===== src/include/tpg_pkg.sv =====
// Purpose: shared constants and carriers for the test pattern generator
// Assumes: 100 MHz SYS_CLK, 12-bit pixel path, register port with one-cycle read data
// Notes: pattern codes follow the selector numbering
package tpg_pkg;

    localparam int ADDR_W = 8;
    localparam int DATA_W = 32;
    localparam int PIX_W = 12;
    localparam int COORD_W = 12;
    localparam int SEL_W = 3;
    localparam int CNT_W = 16;

    // register offsets
    localparam logic [ADDR_W-1:0] OFS_CTRL = 8'h00;
    localparam logic [ADDR_W-1:0] OFS_STATUS = 8'h04;
    localparam logic [ADDR_W-1:0] OFS_FRAME_CNT = 8'h08;

    // control field positions
    localparam int CTRL_SEL_LSB = 0;
    localparam int CTRL_COLOR_BIT = 4;
    // status field positions
    localparam int STAT_SEL_LSB = 0;
    localparam int STAT_ACTIVE_BIT = 4;
    localparam int STAT_BYPASS_BIT = 5;
    localparam int STAT_COLOR_BIT = 6;

    localparam logic [SEL_W-1:0] SEL_RESET = 3'h0;
    localparam logic [CNT_W-1:0] CNT_RESET = 16'h0000;
    localparam logic [DATA_W-1:0] READ_UNMAPPED = 32'h00000000;

    typedef enum logic [SEL_W-1:0] {
        pattern_select_none = 3'b000,
        pattern_select_fixed_gray8 = 3'b001,
        pattern_select_moving_gray8 = 3'b010,
        pattern_select_moving_gray12 = 3'b011,
        pattern_select_feature_gray8 = 3'b100,
        pattern_select_feature_gray12 = 3'b101,
        pattern_select_bayer_gb8 = 3'b110
    } pattern_select_e;

    // one pixel beat with frame and line markers
    typedef struct packed {
        logic valid;
        logic frame_start;
        logic line_start;
        logic [PIX_W-1:0] data;
    } pixel_s;

    typedef struct packed {
        logic [ADDR_W-1:0] addr;
        logic [DATA_W-1:0] wdata;
        logic wr;
        logic rd;
    } reg_req_s;

endpackage


===== src/design/tpg_ramp.sv =====
// Purpose: diagonal ramp value from pixel coordinates and shift count
// Assumes: coordinates and shift from same clock domain
// Notes: purely combinational, narrow result sits in low 8 bits of a 12-bit word, wide result uses all 12
module tpg_ramp (
    input wire logic [tpg_pkg::COORD_W-1:0] x,
    input wire logic [tpg_pkg::COORD_W-1:0] y,
    input wire logic [tpg_pkg::CNT_W-1:0] shift,
    input wire logic wide,
    output logic [tpg_pkg::PIX_W-1:0] value
);
    logic [tpg_pkg::PIX_W-1:0] sum;

    // adding the shift moves the ramp one pixel right to left per step
    assign sum = x + y + shift[tpg_pkg::PIX_W-1:0];

    always_comb
    begin
        if (wide)
            value = sum;
        else
            value = {4'h0, sum[7:0]};
    end
endmodule


===== config.mk =====
export PLATFORM = sky130hd
export DESIGN_NAME = tpg_ramp
export DESIGN_NICKNAME = d
export VERILOG_FILES = /design/src/include/tpg_pkg.sv /design/src/design/tpg_ramp.sv
export SDC_FILE = /design/constraint.sdc
export NUM_CORES = 1
export LEC_CHECK = 0
export BUFFER_PORTS_ARGS = -buffer_cell sky130_fd_sc_hd__buf_2
export CORE_MARGIN = 8
export CORE_UTILIZATION = 44
export DETAILED_ROUTE_END_ITERATION = 16
export GPL_ROUTABILITY_DRIVEN = 0
export PLACE_DENSITY = 0.88
export SYNTH_ARGS = -nofsm -noshare
export SYNTH_HDL_FRONTEND = slang
export SYNTH_SLANG_ARGS = --single-unit
export TNS_END_PERCENT = 50

===== constraint.sdc =====
create_clock -name vclk -period 3.6
set_input_delay 0.72 -clock vclk [all_inputs]
set_output_delay 0.72 -clock vclk [all_outputs]
set_load 0.02 [all_outputs]

==> metrics <==
Seq/Total Area, Yosys 0%; beginning of the critical path shift[1]; Synth Instances 77; initial antenna violation count 0; Setup crit end value[11]; CP Max Fanout 2; RSZ-0062 raised after global routing true; Synth top area share 32.5%; DRC 0; Post-Route Utilization 67.1%; PwrDens 347 mW/mm²; synth unique cells 27; nature of the critical path startpoint primary input; most common library cells after synthesis fa_1, ha_1, inv_1, xnor2_1, a21oi_1; Netlist Area Pre-Place 738 µm²; First-pass DRT Iterations 4; worst hold start wide; status finished, final reports clean; drt wl/cell 13.7 µm; Area growth, synth to finish 50.2%; Storage cell area 0 µm²; Final min period 3.60 ns; Worst slew margin 82.5%; total power 384 µW; Core Area 0.00165 mm²; Worst EP arrival 2.88 ns; Non-Filler Instances 150; clock buffers 0; P_leak 0.590 nW; number of nets in the layout 198; row cnt 15; Final Hold Vio Count 0; sequential cell count 0; placed cell count 149; Die Ht 57.0 µm; initial core utilization 44.7%; PortBufs 49; Final Cell Area 0.00111 mm²; crit path kind primary input to primary output; layout cell share with drive strength beyond 1 51.1%; drt total wl 2050 µm; total gr overflow 0; Post-Syn Nets 140; Tightest Hold Check Type primary input to primary output; HPWL after detailed placement 1850 µm; first-pass GRT wire length 3420 µm; IO Pins 53; vias in the first global route 850; Die Wd 57.0 µm; Via density 5.15; CP Capture Type primary output; aggregate global-route resource usage 11.8%; top-count cell post-synth fa_1; Pins Over Slew Limit 0; Peak supply drop 0.000227 V; n_diodes 0; final setup vio count 0; Die ar. 0.00324 mm²; cell taking the most area after synthesis fa_1; worst path required time 2.88 ns; worst-margin pin slew 0.262 ns; Routed Antenna Nets 0; hold buffers post-CTS 0; Avg Inst Size Synth 9.59 µm²; max-cap viol count 0; Post-Route Setup TNS 0 ns; Yosys warnings 0; fmax 0.278 GHz; placed instance area 0.00105 mm²; largest net degree at the start of global routing 7; vias post-DR 773; synth top area cells fa_1, ha_1, xnor2_1; drt initial violations 7; Final period util 99.9%
[per-layer routing]
layer | part of all wire (%) | global-route usage, % | vias to the layer above
met4 | 0 | 0 | 0
met1 | 38 | 12.4 | 357
met3 | 10 | 4.21 | 0
li1 | - | - | 378
met2 | 52 | 22.8 | 38
met5 | 0 | 0 | -
[what timing repair did]
action | CTS | global route
setup endpoints to repair | 2 | 4
pin swaps | 1 | 10
resized for setup | 2 | 13
setup buffers | 0 | 2
[critical path, stage by stage]
cell and delay [ns]:
buf_6 0.09, fa_1 0.54, ha_2 0.19, inv_2 0.04
fa_2 0.39, nor2b_4 0.16, o31ai_4 0.09, nand2_1 0.10
a31oi_1 0.09, mux2_1 0.33, buf_6 0.14
[logic make-up (layout without fill, tap and decap cells)]
family / after synthesis / count (layout) / synth area share [%]
AO/OA/AOI/OAI: 20 / 20 / 20.5
XOR/XNOR: 9 / 9 / 10.7
adder cells (fa/ha/maj): 22 / 22 / 49.5
buffers and inverters: 10 / 66 / 5.09
multiplexers: 2 / 2 / 2.88
AND/OR/NAND/NOR: 14 / 14 / 11.4
[power breakdown]
part | total (mW) | switching (mW) | internal (mW)
combinational | 0.384 | 0.205 | 0.180
sequential | 0 | 0 | 0
clock | 0 | 0 | 0
[layout make-up]
class,count,area [µm²]
multi-input cells,67,734
well taps,17,21.3
repair buffers,56,315
inverters,10,37.5
fillers,150,543
[layout by cell type (no fill, tap or decap)]
cell | netlist | routed
nand2_1 | 3 | 3
xor2_1 | 1 | 1
o211a_1 | 1 | 1
nor3_1 | 1 | 1
ha_1 | 10 | 9
nor2_1 | 2 | 2
inv_1 | 10 | 9
o21bai_2 | 0 | 1
and3_1 | 1 | 1
fa_1 | 12 | 11
mux2i_1 | 1 | 1
o21bai_1 | 2 | 1
xnor2_1 | 8 | 8
o21ai_1 | 0 | 1
and2_1 | 2 | 2
o2bb2ai_1 | 1 | 1
a21oi_1 | 4 | 3
fa_2 | 0 | 1
a21o_1 | 3 | 3
o21a_1 | 3 | 3
nor2b_1 | 2 | 1
and3_4 | 2 | 2
o31ai_4 | 0 | 1
buf_2 | 0 | 45
inv_2 | 0 | 1
a21oi_2 | 1 | 2
a31oi_1 | 1 | 1
a211oi_2 | 1 | 2
mux2_1 | 1 | 1
nor2b_4 | 0 | 1
ha_2 | 0 | 1
buf_6 | 0 | 2
buf_4 | 0 | 9
nand2b_1 | 1 | 1
[per-stage QoR]
stage	hold slack (ns)	worst slack, ns
2_1_floorplan	1.59	0.191
3_3_place_gp	1.81	-0.0304
3_5_place_dp	1.81	-0.0506
4_1_cts	1.82	-0.0203
5_1_grt	1.84	-0.0807
6_report	1.81	0.00371
[how the worst min path moves through the flow]
stage | endpoint | cells past startpoint | slack, ns
after detailed placement | value[9] | 3 | 1.81
after CTS | value[9] | 3 | 1.82
after global routing | value[9] | 3 | 1.84
final | value[9] | 3 | 1.81
after floorplan | value[9] | 1 | 1.59
after global placement | value[9] | 3 | 1.81
Power figures use the tool's default switching activity.
